===== config.mk =====
export PLATFORM = sky130hd
export DESIGN_NAME = ccw_exec
export DESIGN_NICKNAME = d
export VERILOG_FILES = /design/src/design/ccw_pkg.sv /design/src/design/ccw_exec.sv /design/src/design/ccw_stack_mem.sv
export SDC_FILE = /design/constraint.sdc
export NUM_CORES = 1
export LEC_CHECK = 0
export BUFFER_PORTS_ARGS = -buffer_cell sky130_fd_sc_hd__buf_2
export CELL_PAD_IN_SITES_DETAIL_PLACEMENT = 0
export CELL_PAD_IN_SITES_GLOBAL_PLACEMENT = 1
export CORE_ASPECT_RATIO = 0.7
export CORE_UTILIZATION = 35
export CTS_BUF_LIST = sky130_fd_sc_hd__clkbuf_8
export DETAILED_ROUTE_END_ITERATION = 12
export PLACE_DENSITY_LB_ADDON = 0.08
export SLEW_MARGIN = 20
export SYNTH_ARGS = -nofsm -noshare
export SYNTH_HDL_FRONTEND = slang
export SYNTH_HIERARCHICAL = 1
export SYNTH_SLANG_ARGS = --single-unit
export TNS_END_PERCENT = 100

===== constraint.sdc =====
create_clock -name clock -period 6.06 [get_ports clock]
set_input_delay 0.303 -clock clock [delete_from_list [all_inputs] [get_ports clock]]
set_output_delay 0.303 -clock clock [all_outputs]
set_load 0.03 [all_outputs]

===== src/design/ccw_pkg.sv =====
// Constants shared by the instruction executor and its return-stack memory.
// Assumes a single clock domain and the plain register port of the executor.
package ccw_pkg;

    localparam int unsigned INSTR_W = 14;
    localparam int unsigned PC_W = 13;
    localparam int unsigned DATA_W = 8;
    localparam int unsigned FADDR_W = 7;
    localparam int unsigned LIT_W = 11;
    localparam int unsigned STACK_DEPTH = 8;
    localparam int unsigned STACK_PTR_W = 3;
    localparam int unsigned BUS_ADDR_W = 4;
    localparam int unsigned LATCH_W = 5;

    // Opcode fields compared against the top bits of the instruction word, or against the whole word for the watchdog kick.
    localparam logic [6:0] OPC_CLEAR_REG = 7'h03;
    localparam logic [6:0] OPC_CLEAR_ACC = 7'h02;
    localparam logic [2:0] OPC_CALL = 3'h4;
    localparam logic [13:0] OPC_WATCHDOG_KICK = 14'h0064;

    // Field positions of the program-counter high latch used by a call.
    localparam int unsigned LATCH_CALL_HI = 4;
    localparam int unsigned LATCH_CALL_LO = 3;

    // Register port offsets.
    localparam logic [3:0] REG_PC_HIGH_LATCH = 4'h0;
    localparam logic [3:0] REG_ACCUMULATOR = 4'h1;
    localparam logic [3:0] REG_STATUS = 4'h2;
    localparam logic [3:0] REG_PC_LOW = 4'h3;
    localparam logic [3:0] REG_PC_HIGH = 4'h4;
    localparam logic [3:0] REG_WATCHDOG_COUNT = 4'h5;
    localparam logic [3:0] REG_STACK_TOP_LOW = 4'h6;
    localparam logic [3:0] REG_STACK_TOP_HIGH = 4'h7;

    // Status register bit positions.
    localparam int unsigned STATUS_ZERO_BIT = 0;
    localparam int unsigned STATUS_SLEEP_N_BIT = 1;
    localparam int unsigned STATUS_EXPIRED_N_BIT = 2;

    // Reset values.
    localparam logic [12:0] PC_RESET = 13'h0000;
    localparam logic [7:0] ACC_RESET = 8'h00;
    localparam logic [4:0] LATCH_RESET = 5'h00;
    localparam logic [7:0] WATCHDOG_RESET = 8'h00;
    localparam logic FLAG_N_RESET = 1'b1;

    typedef enum logic [0:0] {
        ST_EXEC = 1'b0,
        ST_FLUSH = 1'b1
    } ccw_state_t;

endpackage


===== src/design/ccw_exec.sv =====
// Executor for the clear-register, clear-accumulator, call and watchdog-kick instructions.
// Assumes instructions and register strobes come from logic on the same clock.
// Summary of operation
// - Clear-register writes zero to the addressed file register and sets the zero flag.
// - A call first pushes the current program counter plus one onto the stack.
// - A call loads its eleven-bit literal into program counter bits ten to zero.
// - A call takes program counter bits twelve and eleven from latch bits four and three.
// - A call is one word and takes two instruction cycles.
// - Clear-accumulator loads zero into the accumulator and sets the zero flag.
// - Watchdog kick clears the watchdog counter and its prescaler.
// - Watchdog kick sets both the expired and sleep-entered status bits to one.
`timescale 1ns/1ns
module ccw_exec
    import ccw_pkg::*;
(
    input wire logic clock,
    input wire logic rst,
    input wire logic ce,
    input wire logic [ccw_pkg::INSTR_W-1:0] instr,
    input wire logic instr_valid,
    input wire logic sleep_req,
    input wire logic [ccw_pkg::BUS_ADDR_W-1:0] bus_addr,
    input wire logic [ccw_pkg::DATA_W-1:0] bus_wdata,
    input wire logic bus_we,
    input wire logic bus_re,
    output logic [ccw_pkg::DATA_W-1:0] bus_rdata,
    output logic [ccw_pkg::PC_W-1:0] pc,
    output logic [ccw_pkg::DATA_W-1:0] acc,
    output logic zero_flag,
    output logic watchdog_expired_flag_n,
    output logic sleep_entered_flag_n,
    output logic [ccw_pkg::DATA_W-1:0] watchdog_count,
    output logic [ccw_pkg::PC_W-1:0] stack_top,
    output logic file_we,
    output logic [ccw_pkg::FADDR_W-1:0] file_addr,
    output logic [ccw_pkg::DATA_W-1:0] file_wdata,
    output logic busy
);

    ccw_state_t state_q;
    ccw_state_t state_d;
    logic busy_q;
    logic [PC_W-1:0] pc_q;
    logic [PC_W-1:0] pc_d;
    logic [DATA_W-1:0] acc_q;
    logic zero_q;
    logic expired_n_q;
    logic sleep_n_q;
    logic [DATA_W-1:0] wdt_q;
    logic [DATA_W-1:0] prescale_q;
    logic [LATCH_W-1:0] latch_q;
    logic [STACK_PTR_W-1:0] sp_q;
    logic [STACK_PTR_W-1:0] sp_d;
    logic file_we_q;
    logic [FADDR_W-1:0] file_addr_q;
    logic [DATA_W-1:0] rdata_q;

    // Decode. The word fetched during a call's second cycle is discarded.
    wire take = instr_valid && (state_q == ST_EXEC);
    wire is_clear_reg = (instr[13:7] == OPC_CLEAR_REG);
    wire is_clear_acc = (instr[13:7] == OPC_CLEAR_ACC);
    wire is_call = (instr[13:11] == OPC_CALL);
    wire is_kick = (instr == OPC_WATCHDOG_KICK);
    wire clear_reg_op = take && is_clear_reg;
    wire clear_accumulator_op = take && is_clear_acc;
    wire call_op = take && is_call;
    wire watchdog_kick_op = take && is_kick;

    wire [PC_W-1:0] pc_next = pc_q + 13'h0001;
    wire [PC_W-1:0] call_target = {latch_q[LATCH_CALL_HI:LATCH_CALL_LO], instr[LIT_W-1:0]};
    assign pc_d = call_op ? call_target : (take ? pc_next : pc_q);
    assign state_d = call_op ? ST_FLUSH : ST_EXEC;
    assign sp_d = call_op ? sp_q + 3'h1 : sp_q;

    // Watchdog prescaler carries into the counter; a full wrap marks expiry.
    wire prescale_wrap = (prescale_q == 8'hff);
    wire wdt_wrap = prescale_wrap && (wdt_q == 8'hff);

    // Register port decode.
    wire sel_latch = (bus_addr == REG_PC_HIGH_LATCH);
    wire [DATA_W-1:0] status_word = {5'h00, expired_n_q, sleep_n_q, zero_q};
    wire [DATA_W-1:0] rdata_d =
        !bus_re ? rdata_q :
        (bus_addr == REG_PC_HIGH_LATCH) ? {3'h0, latch_q} :
        (bus_addr == REG_ACCUMULATOR) ? acc_q :
        (bus_addr == REG_STATUS) ? status_word :
        (bus_addr == REG_PC_LOW) ? pc_q[7:0] :
        (bus_addr == REG_PC_HIGH) ? {3'h0, pc_q[12:8]} :
        (bus_addr == REG_WATCHDOG_COUNT) ? wdt_q :
        (bus_addr == REG_STACK_TOP_LOW) ? stack_top[7:0] :
        (bus_addr == REG_STACK_TOP_HIGH) ? {3'h0, stack_top[12:8]} :
        8'h00;

    ccw_stack_mem u_stack (
        .clock(clock),
        .rst(rst),
        .ce(ce),
        .we(call_op),
        .waddr(sp_d),
        .wdata(pc_next),
        .raddr(sp_d),
        .rdata(stack_top)
    );

    always_ff @(posedge clock or posedge rst) begin
        if (rst) begin
            state_q <= ST_EXEC;
            busy_q <= 1'b0;
            pc_q <= PC_RESET;
            sp_q <= 3'h0;
        end else if (ce) begin
            state_q <= state_d;
            busy_q <= (state_d == ST_FLUSH);
            pc_q <= pc_d;
            sp_q <= sp_d;
        end
    end

    // Both clears force zero, so the zero flag is set by either of them.
    always_ff @(posedge clock or posedge rst) begin
        if (rst) begin
            acc_q <= ACC_RESET;
            zero_q <= 1'b0;
            file_we_q <= 1'b0;
            file_addr_q <= 7'h00;
        end else if (ce) begin
            if (clear_accumulator_op) begin
                acc_q <= ACC_RESET;
            end
            if (clear_accumulator_op || clear_reg_op) begin
                zero_q <= 1'b1;
            end
            file_we_q <= clear_reg_op;
            if (clear_reg_op) begin
                file_addr_q <= instr[FADDR_W-1:0];
            end
        end
    end

    // A kick in the same cycle as an expiry or sleep request wins.
    always_ff @(posedge clock or posedge rst) begin
        if (rst) begin
            wdt_q <= WATCHDOG_RESET;
            prescale_q <= WATCHDOG_RESET;
            expired_n_q <= FLAG_N_RESET;
            sleep_n_q <= FLAG_N_RESET;
        end else if (ce) begin
            if (watchdog_kick_op) begin
                wdt_q <= WATCHDOG_RESET;
                prescale_q <= WATCHDOG_RESET;
                expired_n_q <= 1'b1;
                sleep_n_q <= 1'b1;
            end else begin
                prescale_q <= prescale_q + 8'h01;
                if (prescale_wrap) begin
                    wdt_q <= wdt_q + 8'h01;
                end
                if (wdt_wrap) begin
                    expired_n_q <= 1'b0;
                end
                if (sleep_req) begin
                    sleep_n_q <= 1'b0;
                end
            end
        end
    end

    always_ff @(posedge clock or posedge rst) begin
        if (rst) begin
            latch_q <= LATCH_RESET;
            rdata_q <= 8'h00;
        end else if (ce) begin
            if (bus_we && sel_latch) begin
                latch_q <= bus_wdata[LATCH_W-1:0];
            end
            rdata_q <= bus_re ? rdata_d : 8'h00;
        end
    end

    assign bus_rdata = rdata_q;
    assign pc = pc_q;
    assign acc = acc_q;
    assign zero_flag = zero_q;
    assign watchdog_expired_flag_n = expired_n_q;
    assign sleep_entered_flag_n = sleep_n_q;
    assign watchdog_count = wdt_q;
    assign file_we = file_we_q;
    assign file_addr = file_addr_q;
    assign file_wdata = 8'h00;
    assign busy = busy_q;

    property p_clear_reg;
        @(posedge clock) disable iff (rst)
        (ce && clear_reg_op) |=> (file_we && file_addr == $past(instr[6:0]) && file_wdata == 8'h00 && zero_flag);
    endproperty
    a_clear_reg: assert property (p_clear_reg) else $error("clear-register did not clear target");

    property p_call_push;
        @(posedge clock) disable iff (rst)
        (ce && call_op) |=> (stack_top == $past(pc) + 13'h0001);
    endproperty
    a_call_push: assert property (p_call_push) else $error("call did not push return address");

    property p_call_low;
        @(posedge clock) disable iff (rst)
        (ce && call_op) |=> (pc[10:0] == $past(instr[10:0]));
    endproperty
    a_call_low: assert property (p_call_low) else $error("call literal not loaded");

    property p_call_high;
        @(posedge clock) disable iff (rst)
        (ce && call_op) |=> (pc[12:11] == $past(latch_q[4:3]));
    endproperty
    a_call_high: assert property (p_call_high) else $error("call upper bits not from latch");

    property p_call_two;
        @(posedge clock) disable iff (rst)
        (ce && call_op) ##1 ce |-> (busy ##1 !busy);
    endproperty
    a_call_two: assert property (p_call_two) else $error("call not two cycles");

    property p_clear_acc;
        @(posedge clock) disable iff (rst)
        (ce && clear_accumulator_op) |=> (acc == 8'h00 && zero_flag && !busy);
    endproperty
    a_clear_acc: assert property (p_clear_acc) else $error("clear-accumulator failed");

    property p_kick_count;
        @(posedge clock) disable iff (rst)
        (ce && watchdog_kick_op) |=> (watchdog_count == 8'h00 && prescale_q == 8'h00);
    endproperty
    a_kick_count: assert property (p_kick_count) else $error("kick did not clear watchdog");

    property p_kick_flags;
        @(posedge clock) disable iff (rst)
        (ce && watchdog_kick_op) |=> (watchdog_expired_flag_n && sleep_entered_flag_n);
    endproperty
    a_kick_flags: assert property (p_kick_flags) else $error("kick did not set status bits");

    property p_clear_reg_one;
        @(posedge clock) disable iff (rst)
        (ce && clear_reg_op) |=> (!busy && pc == $past(pc) + 13'h0001);
    endproperty
    a_clear_reg_one: assert property (p_clear_reg_one) else $error("clear-register not one cycle");

    property p_kick_one;
        @(posedge clock) disable iff (rst)
        (ce && watchdog_kick_op) |=> (!busy && pc == $past(pc) + 13'h0001);
    endproperty
    a_kick_one: assert property (p_kick_one) else $error("kick not one cycle");

    property p_discard;
        @(posedge clock) disable iff (rst)
        (ce && busy) |=> (pc == $past(pc) && !file_we);
    endproperty
    a_discard: assert property (p_discard) else $error("word in call discard cycle was executed");

    property p_file_we_pulse;
        @(posedge clock) disable iff (rst)
        (ce && file_we && !clear_reg_op) |=> !file_we;
    endproperty
    a_file_we_pulse: assert property (p_file_we_pulse) else $error("file write longer than one cycle");

    property p_clear_acc_no_write;
        @(posedge clock) disable iff (rst)
        (ce && clear_accumulator_op) |=> !file_we;
    endproperty
    a_clear_acc_no_write: assert property (p_clear_acc_no_write) else $error("clear-accumulator wrote a register");

    property p_clear_reg_acc;
        @(posedge clock) disable iff (rst)
        (ce && clear_reg_op) |=> (acc == $past(acc));
    endproperty
    a_clear_reg_acc: assert property (p_clear_reg_acc) else $error("clear-register touched the accumulator");

    property p_zero_hold;
        @(posedge clock) disable iff (rst)
        (ce && !clear_reg_op && !clear_accumulator_op) |=> (zero_flag == $past(zero_flag));
    endproperty
    a_zero_hold: assert property (p_zero_hold) else $error("zero flag changed without a clear");

    property p_call_sp;
        @(posedge clock) disable iff (rst)
        (ce && call_op) |=> (sp_q == $past(sp_q) + 3'h1);
    endproperty
    a_call_sp: assert property (p_call_sp) else $error("call did not advance the stack pointer");

    property p_sleep_hold;
        @(posedge clock) disable iff (rst)
        (ce && !watchdog_kick_op && !sleep_req) |=> (sleep_entered_flag_n == $past(sleep_entered_flag_n));
    endproperty
    a_sleep_hold: assert property (p_sleep_hold) else $error("sleep status changed without a kick");

    property p_expiry;
        @(posedge clock) disable iff (rst)
        (ce && !watchdog_kick_op && watchdog_count == 8'hff && prescale_q == 8'hff) |=> !watchdog_expired_flag_n;
    endproperty
    a_expiry: assert property (p_expiry) else $error("watchdog wrap did not mark expiry");

    property p_unknown_op;
        @(posedge clock) disable iff (rst)
        (ce && take && !is_clear_reg && !is_clear_acc && !is_call && !is_kick)
            |=> (pc == $past(pc) + 13'h0001 && !file_we && !busy);
    endproperty
    a_unknown_op: assert property (p_unknown_op) else $error("unknown word did more than advance");

endmodule // ccw_exec


===== src/design/ccw_stack_mem.sv =====
// Return-address memory for the subroutine stack, eight entries deep.
// Assumes the caller gives the read address of the next stack top each cycle.
`timescale 1ns/1ns
module ccw_stack_mem
    import ccw_pkg::*;
(
    input wire logic clock,
    input wire logic rst,
    input wire logic ce,
    input wire logic we,
    input wire logic [ccw_pkg::STACK_PTR_W-1:0] waddr,
    input wire logic [ccw_pkg::PC_W-1:0] wdata,
    input wire logic [ccw_pkg::STACK_PTR_W-1:0] raddr,
    output logic [ccw_pkg::PC_W-1:0] rdata
);

    logic [PC_W-1:0] mem_q [STACK_DEPTH];
    logic [PC_W-1:0] rdata_q;
    wire bypass = we && (waddr == raddr);
    wire [PC_W-1:0] rdata_d = bypass ? wdata : mem_q[raddr];

    always_ff @(posedge clock) begin
        if (ce && we) begin
            mem_q[waddr] <= wdata;
        end
    end

    // Write-through keeps the top visible in the cycle right after a push.
    always_ff @(posedge clock or posedge rst) begin
        if (rst) begin
            rdata_q <= PC_RESET;
        end else if (ce) begin
            rdata_q <= rdata_d;
        end
    end

    assign rdata = rdata_q;

endmodule // ccw_stack_mem


# Word-level counts from Yosys, hierarchy flattened
# Memories as Yosys holds them, arrays and structs flattened. A register that Yosys moved wholly into a read port is not among the register bits.
# Index checks and enable logic that the tools add are counted.
dict set report totals {
  input_bits 33
  output_inout_bits 70
  ram_bits 104
  reg_bits 57
  mem_count 1
}
dict set report op_classes {
  muxes 22
  addsub 4
  eq_ne 13
  bitwise_logic 1
  n_reduce_logical 21
}
# name depth word_bits read_ports rd_ports_with_merged_regs wr line
set memory_table {}
lappend memory_table {u_stack.mem_q 8 13 1 1 1 ccw_stack_mem.sv:17} ;# logic [PC_W-1:0] mem_q [STACK_DEPTH];
# op count
set op_table {}
lappend op_table {{8-bit two-way mux} 11}
lappend op_table {{13-bit two-way mux} 2}
lappend op_table {{8-bit by 1-bit adder with 8-bit output (second input constant)} 2}
lappend op_table {{4-bit by 3-bit == test with 1-bit output (second input constant)} 4}
lappend op_table {{8-bit == test (second input constant)} 2}
lappend op_table {{14-bit by 7-bit == test with 1-bit output (second input constant)} 1}
lappend op_table {{7-bit by 2-bit == test with 1-bit output (second input constant)} 2}
lappend op_table {{2-bit AND reduction} 7}
lappend op_table {{13-bit by 1-bit adder with 13-bit output (second input constant)} 1}
lappend op_table {{4-bit by 2-bit == test with 1-bit output (second input constant)} 2}
lappend op_table {{1-bit logical AND} 8}
lappend op_table {{2-bit nonzero test} 4}
lappend op_table {{1-bit two-way mux} 7}
lappend op_table {{5-bit two-way mux} 1}
lappend op_table {{4-bit by 1-bit == test with 1-bit output (second input constant)} 1}
lappend op_table {{4-bit logical NOT} 1}
lappend op_table {{3-bit by 1-bit adder with 3-bit output (second input constant)} 1}
lappend op_table {{3-bit == test (second input constant)} 1}
lappend op_table {{3-bit two-way mux} 1}
lappend op_table {{1-bit logical OR} 1}
lappend op_table {{1-bit NOT} 1}

# Longest topological paths before layout
# Gate-level depths: netlist (run 1).
dict set report logic_depth {
  word_depth 10
  mapped_depth 11
}

# Hierarchy
# The synthesis (run 1) kept the hierarchy.
# mod n_inst seq_area_each_um2 cells_per_inst area_per_inst_um2
set modules_own_cells {}
lappend modules_own_cells {ccw_stack_mem 1 3448.3 227 4688.2}
lappend modules_own_cells {ccw_exec 1 1428.9 362 3497.1}

# Least setup slack after synthesis (run 1)
# OpenSTA, ideal clock, no wires.
dict set report synth_path {
  path_type {input to register}
  start {in instr[11] (netlist bit)}
  end {reg u_stack.rdata_q[10] (netlist: u_stack/rdata[10]) (read register of u_stack.mem_q)}
  arrival_ns 2.776
  setup_time_ns 0.132
  cell_stages 11
  path_slack_ns 3.152
  path_cell_list {or3b_4 nand3b_4 inv_2 buf_6 nand2_1 xnor2_1 buf_6 clkbuf_1 mux4_2 mux2i_1 o221ai_2}
}
dict set report synth_between {
  elab_chain_cells 3
}
# element line
set synth_rtl {}
lappend synth_rtl {{start: declaration} ccw_exec.sv:19} ;# input wire logic [ccw_pkg::INSTR_W-1:0] instr,
lappend synth_rtl {{3-bit == test} ccw_exec.sv:62} ;# wire is_call = (instr[13:11] == OPC_CALL);
lappend synth_rtl {{1-bit logical AND} ccw_exec.sv:66} ;# wire call_op = take && is_call;
lappend synth_rtl {{net call_op} ccw_exec.sv:66}
lappend synth_rtl {{3-bit two-way mux} ccw_exec.sv:73} ;# assign sp_d = call_op ? sp_q + 3'h1 : sp_q;
lappend synth_rtl {{net sp_d[2]} ccw_exec.sv:53} ;# logic [STACK_PTR_W-1:0] sp_d;
lappend synth_rtl {{end: declaration} ccw_stack_mem.sv:18} ;# logic [PC_W-1:0] rdata_q;
# The timed path passes the listed nets, and every way through them passes these cells.
# A chain may end at the register's enable or synchronous reset.

# Worst setup path in the final report (run 1)
dict set report layout_path {
  start {in instr[11] (netlist bit)}
  end {mem u_stack.mem_q[5][1], enable pin}
}
dict set report layout_between {
  word_cells_on_any_way 6
}
# element line
set layout_rtl {}
lappend layout_rtl {{3-bit == test} ccw_exec.sv:62}
lappend layout_rtl {{1-bit logical AND} ccw_exec.sv:66}
lappend layout_rtl {{3-bit two-way mux} ccw_exec.sv:73}
lappend layout_rtl {{net sp_d[2]} ccw_exec.sv:53}
lappend layout_rtl {{end: declaration} ccw_stack_mem.sv:17}
# The timed path passes the listed nets, and every way through them passes these cells.

==> results.cfg, run 1 <==
[critical_path]
critPathBufInv = 4
timing.rr.end = u_stack/mem_q[5][1]$_DFFE_PP_
crit_type = in2reg
slowest_stage = nor2_1
rr_startpoint = busy$_DFFE_PP0P_
crit_path_cell_trace = buf_2, or3b_4, nand3b_4, inv_2, nand2_1, xnor2_2, buf_4, nand2b_1, nor2_1, buf_4
startpoint_type = input port
cpPeakStageDelay_ps = 520
worstRegToRegCells = 9
cp_max_fo = 33
endpoint_kind = register
path_common_cell = buf_4
path_delay_family = simple AND/OR/NAND/NOR gates
worstPathArrival_ps = 3300
cp.required_ps = 6230
reg2reg_setup_slack_ps = 2940

[timing]
rsz0062_at_grt = false
clock_skew_ps = 18.5
finalHoldViolCount = 0
maxSlewHeadroom = 0.277
final-max-slew-violation-count = 0
setup_tns_ps = 0
setup_violations = 0
fmax_ghz = 0.320
holdWs_ps = 45.9
finalCritPeriodShare = 0.516
worstMarginPinSlew_ps = 1080
finalCriticalPeriod_ps = 3130

[global_routing]
antenna_found_initial = 1
grt.total_usage = 0.196
grt_pass1_wl_um = 33600
grt_remaining_overflow = 0
first_global_vias = 5274
grt_max_degree = 58

[pwr]
p_sw_frac = 0.376
pwr-share-clk = 0.225
power_leakage_nw = 3.56
pwr-share-comb = 0.311
irDropWorstVdd_mv = 0.234
p_int_mw = 2.18
total_power_mw = 3.50
cellPowerDensity_mw_per_mm2 = 378
seqPwrFrac = 0.464
p_sw_mw = 1.32

[yosys]
postSynth.asyncResetShare = 0.402
synth_seq_cells = 174
synth_edf_count = 104
synth_top_area_frac = 0.382
synth_area_leader_cell = edfxtp_1
yosys_warnings = 6
synth_cell_types = 67
post_synth_main_area_contributors = edfxtp_1 38%, dfrtp_1 21%, mux4_2 7.7%
synthCells = 589
syn_avg_cell_area_um2 = 13.9
ys_seq_area_frac = 0.596
synthFlopType = edfxtp_1
syn_area_mm2 = 0.00819

[cells_and_area]
final_cell_mix = 104 x edfxtp_1, 83 x buf_2, 68 x dfrtp_1
nets = 709
multi_input_area_mm2 = 0.00296
syn_to_final_growth_pct = 13.0
fillers = 2171
seqCellArea_mm2 = 0.00488
diodes = 0
drive_above_1_share = 0.293
final_common_cell = edfxtp_1

[routing]
wl_per_cell_um = 22.0
totalWireLength_um = 22000
drc = 0
drtAntennaViolNets = 0
first_pass_iters = 5
viasPerCell = 5.38
vias = 5362
drt_iter0_drc = 404

[cts]
clockBufferDepth = 2
cts_resized = 0
h-tree-depth = 4
hold_buffers = 1
clock_latency_ps = 470
cts_setup_buffers = 0
clkTransAtPathRegs_ps = 100
cts-root-buf = clkbuf_8
tritoncts = built
clock-sinks = 174
numCtsBuffers = 17

[placement]
io_buffers = 83
dp.final_hpwl_um = 15400
gp_congestion = 0.790

[outcome]
outcome = completed

[floorplanning]
die_x_um = 185
die_h_um = 130
start_util = 0.359
fp-row-count = 46
coreArea_mm2 = 0.0228
io_pins = 103
dieArea_mm2 = 0.0240

[min_path]
min-delay-path-class = in2reg
min-delay-start = sleep_req
hold_end = sleep_entered_flag_n$_DFFE_PP1P_
hold_path_depth = 4

[flow_run]
cap_violations = 0
## through the flow
| stage | setup slack (ps) | instances | area (um^2) | util |
|---|---|---|---|---|
| 2_1_floorplan | 3150 | 604 | 8240 | - |
| 6_report | 2930 | 997 | 9250 | 0.406 |
| 4_1_cts | 2600 | 996 | 9240 | 0.405 |
| 3_5_place_dp | 2130 | 963 | 8850 | 0.389 |
| 5_1_grt | 2740 | 997 | 9250 | 0.406 |
| 3_3_place_gp | 2210 | 963 | 8850 | 0.389 |
## cell usage after synthesis, types with 11 or more instances
library cell,number
mux2_2,14
mux4_2,28
edfxtp_1,104
mux2i_1,19
nand2_1,31
nand3_1,16
dfrtp_1,68
inv_1,30
buf_2,15
nor2_1,21
nand2b_1,20
buf_4,18
xnor2_1,11
o21ai_0,18
## final cells by class
cell class / instances / area share
Clock buffer: 17 / 0.0253
Multi-Input combinational cell: 350 / 0.320
Tap cell: 312 / 0.0422
Inverter: 31 / 0.0126
Timing Repair Buffer: 98 / 0.0578
Sequential cell: 174 / 0.527
Clock inverter: 15 / 0.0147
## power by group through the flow
stage	sequential, mW	clock (mW)	combinational [mW]
after global placement	1.64	0	1.09
final	1.62	0.788	1.09
after CTS	1.62	0.815	1.11
after global routing	1.64	0.859	1.18
after floorplan	1.70	0	0.682
after detailed placement	1.65	0	1.10
## registers in the layout, summed over array words and instances (netlist names)
| register | cells |
|---|---|
| zero_flag | 1 |
| pc | 13 |
| latch_q | 5 |
| u_stack/rdata | 13 |
| busy | 1 |
| file_we | 1 |
| sp_q | 3 |
| file_addr | 7 |
| u_stack/mem_q | 104 |
| bus_rdata | 8 |
| sleep_entered_flag_n | 1 |
| watchdog_expired_flag_n | 1 |
| watchdog_count | 8 |
| prescale_q | 8 |
## layer usage
| layer | track usage | part of all wire | wire length [um] |
|---|---|---|---|
| met1 | 0.308 | 0.52 | 11500 |
| met2 | 0.273 | 0.42 | 9170 |
| met3 | 0.0360 | 0.053 | 1170 |
| met4 | 0.0491 | 0.0051 | 112 |
| met5 | 0 | 0 | 0 |
## worst max-delay path by stage
stage | startpoint | to | slack [ps] | depth (start not counted)
2_1_floorplan | instr[11] | u_stack/rdata[10]$_DFFE_PP0P_ | 3150 | 11
3_3_place_gp | instr[11] | u_stack/rdata[2]$_DFFE_PP0P_ | 2210 | 10
3_5_place_dp | instr[11] | u_stack/rdata[4]$_DFFE_PP0P_ | 2130 | 10
4_1_cts | busy$_DFFE_PP0P_ | u_stack/rdata[4]$_DFFE_PP0P_ | 2600 | 9
5_1_grt | busy$_DFFE_PP0P_ | u_stack/mem_q[5][1]$_DFFE_PP_ | 2740 | 9
6_report | instr[11] | u_stack/mem_q[5][1]$_DFFE_PP_ | 2930 | 10
## logic make-up after synthesis
group	count (synthesis)	share of synthesized area
buf+inv	80	0.0527
other cells	1	0.000458
mux	61	0.120
flops	174	0.596
xor+xnor	15	0.0170
fa+ha+maj	4	0.00611
compound gates	107	0.107
simple gates	147	0.101
## tightest hold or removal path, stage by stage
cell	delay, ps
buf_2	80
nand2_1	40
nand2_1	50
nand2_1	40
(Power assumes the default switching activity.)
==> run 2, diff against run 1 <==
==> constraint.sdc (replaced) <==
create_clock -name clock -period 3.25 [get_ports clock]
set_input_delay 0.1625 -clock clock [delete_from_list [all_inputs] [get_ports clock]]
set_output_delay 0.1625 -clock clock [all_outputs]
set_load 0.03 [all_outputs]
==> run 2 against run 1 <==
Compared with the run above:
- register-to-register slack got worse by 2300 ps
- clock skew fell by 6.7 ps
- non-clock buffer count rose by 28
- largest power group unchanged
- critical endpoint is now u_stack/mem_q[0][10]$_DFFE_PP_
- highest routed layer unchanged
- first-iteration DRC count rose by 19%
- hold slack improved by 5.1 ps
- sequential share of layout area fell by 1.6 points
==> results.cfg, run 2 (synthesis gave the netlist of run 1 again) <==
[critical_path]
cpPeakStageDelay_ps = 530
crit_type = reg2reg
cp.required_ps = 3420
worstPathArrival_ps = 2750
startpoint_type = register
cp_max_fo = 17
slowest_stage = nor3_2
critPathBufInv = 5
path_common_cell = buf_4
path_delay_family = buffers and inverters
endpoint_kind = register
crit_path_cell_trace = inv_1, nand3b_4, inv_2, buf_4, nand2_1, nand2_1, buf_4, nor3_2, buf_4

[cells_and_area]
instances_no_fill = 1024
final_common_cell = edfxtp_1
drive_above_1_share = 0.302
largest_register = u_stack/mem_q
final_cell_mix = 104 x edfxtp_1, 83 x buf_2, 68 x dfrtp_1
nets = 737
syn_to_final_growth_pct = 16.4
largest_reg_flops = 104
diodes = 0

[floorplanning]
die_x_um = 185
coreArea_mm2 = 0.0228
dieArea_mm2 = 0.0240
io_pins = 103
die_h_um = 130
start_util = 0.359
fp-row-count = 46

[flow_run]
cap_violations = 0

[global_routing]
grt_max_degree = 32
grt_pass1_wl_um = 34100
grt_remaining_overflow = 0
first_global_vias = 5334
grt.total_usage = 0.199
antenna_found_initial = 0

[timing]
worstMarginPinSlew_ps = 1120
finalHoldViolCount = 0
fmax_ghz = 0.387
maxSlewHeadroom = 0.252
final-max-slew-violation-count = 0
rsz0062_at_grt = false
finalCriticalPeriod_ps = 2580
setup_violations = 0
finalCritPeriodShare = 0.795
clock_skew_ps = 11.9
setup_tns_ps = 0

[routing]
viasPerCell = 5.28
drc = 0
vias = 5408
totalWireLength_um = 22300
first_pass_iters = 4
drtAntennaViolNets = 0
drt_iter0_drc = 480
wl_per_cell_um = 21.8

[cts]
numCtsBuffers = 17
clock-sinks = 174
tritoncts = built
clkTransAtPathRegs_ps = 90
cts_setup_buffers = 0
clock_latency_ps = 460
h-tree-depth = 4
cts-root-buf = clkbuf_8
clockBufferDepth = 2

[pwr]
power_leakage_nw = 3.69
cellPowerDensity_mw_per_mm2 = 699
irDropWorstVdd_mv = 0.436

[placement]
dp.final_hpwl_um = 16300
dp_cells = 979
io_buffers = 83
gp_congestion = 0.797

[min_path]
min-delay-path-class = in2reg

[outcome]
outcome = completed
[run 2: worst paths after layout]
| kind | startpoint | to | slack [ps] | depth (start not counted) |
|---|---|---|---|---|
| max reg2reg | busy$_DFFE_PP0P_ | u_stack/mem_q[0][10]$_DFFE_PP_ | 670 | 9 |
| min reg2reg | sleep_entered_flag_n$_DFFE_PP1P_ | sleep_entered_flag_n$_DFFE_PP1P_ | 490 | 2 |
| max | busy$_DFFE_PP0P_ | u_stack/mem_q[0][10]$_DFFE_PP_ | 670 | 9 |
| min | instr[8] | pc[8]$_DFFE_PP0P_ | 50 | 3 |
| min in group asynchronous | rst | u_stack/rdata[0]$_DFFE_PP0P_ | 320 | 3 |
| max in group asynchronous | rst | pc[2]$_DFFE_PP0P_ | 2010 | 4 |
[run 2: where the power goes]
group          total (mW)  internal, mW  switching [mW]
logic                2.17         0.864            1.30
registers            3.01          2.68           0.328
clock network        1.49         0.677           0.810
total                6.66          4.22            2.44
[run 2: layout make-up]
class / instances / area (um^2)
timing repair buffer: 126 / 811
sequential: 174 / 4880
multi-input combinational: 350 / 2960
tap: 312 / 390
clock inverter: 14 / 143
clock buffer: 17 / 234
inverter: 31 / 116
fill: 2180 / 13300
[run 2: per-stage QoR]
stage | utilization | cell area, um^2 | hold WS (ps) | setup slack [ps] | power, mW
after global placement | 0.395 | 9010 | 242 | 430 | 5.19
after floorplan | - | 8240 | 39.5 | 477 | 4.45
after detailed placement | 0.395 | 9010 | 271 | 434 | 5.23
after CTS | 0.418 | 9530 | 16.0 | 616 | 6.74
final | 0.418 | 9530 | 51.0 | 667 | 6.66
after global routing | 0.418 | 9530 | 32.1 | 450 | 7.00
[run 2: routing by layer]
metal  global-route usage  vias to the layer above  wire length, um
met4               0.0438                        0              160
li1                     -                     2440                -
met2                0.278                      170             9270
met5                    0                        -                0
met1                0.310                     2787            11600
met3               0.0449                       11             1350
[run 2: worst register-to-register path, delay by kind of cell (launching register included)]
family / cells / cell delay [ps]
simple gates: 4 / 940
flops: 1 / 390
buf+inv: 5 / 960
[run 2: timing repair]
action / 4_1_cts / 5_1_grt
hold buffers: 14 / 0
hold endpoints to repair: 54 / 0
resized for setup: 0 / 0
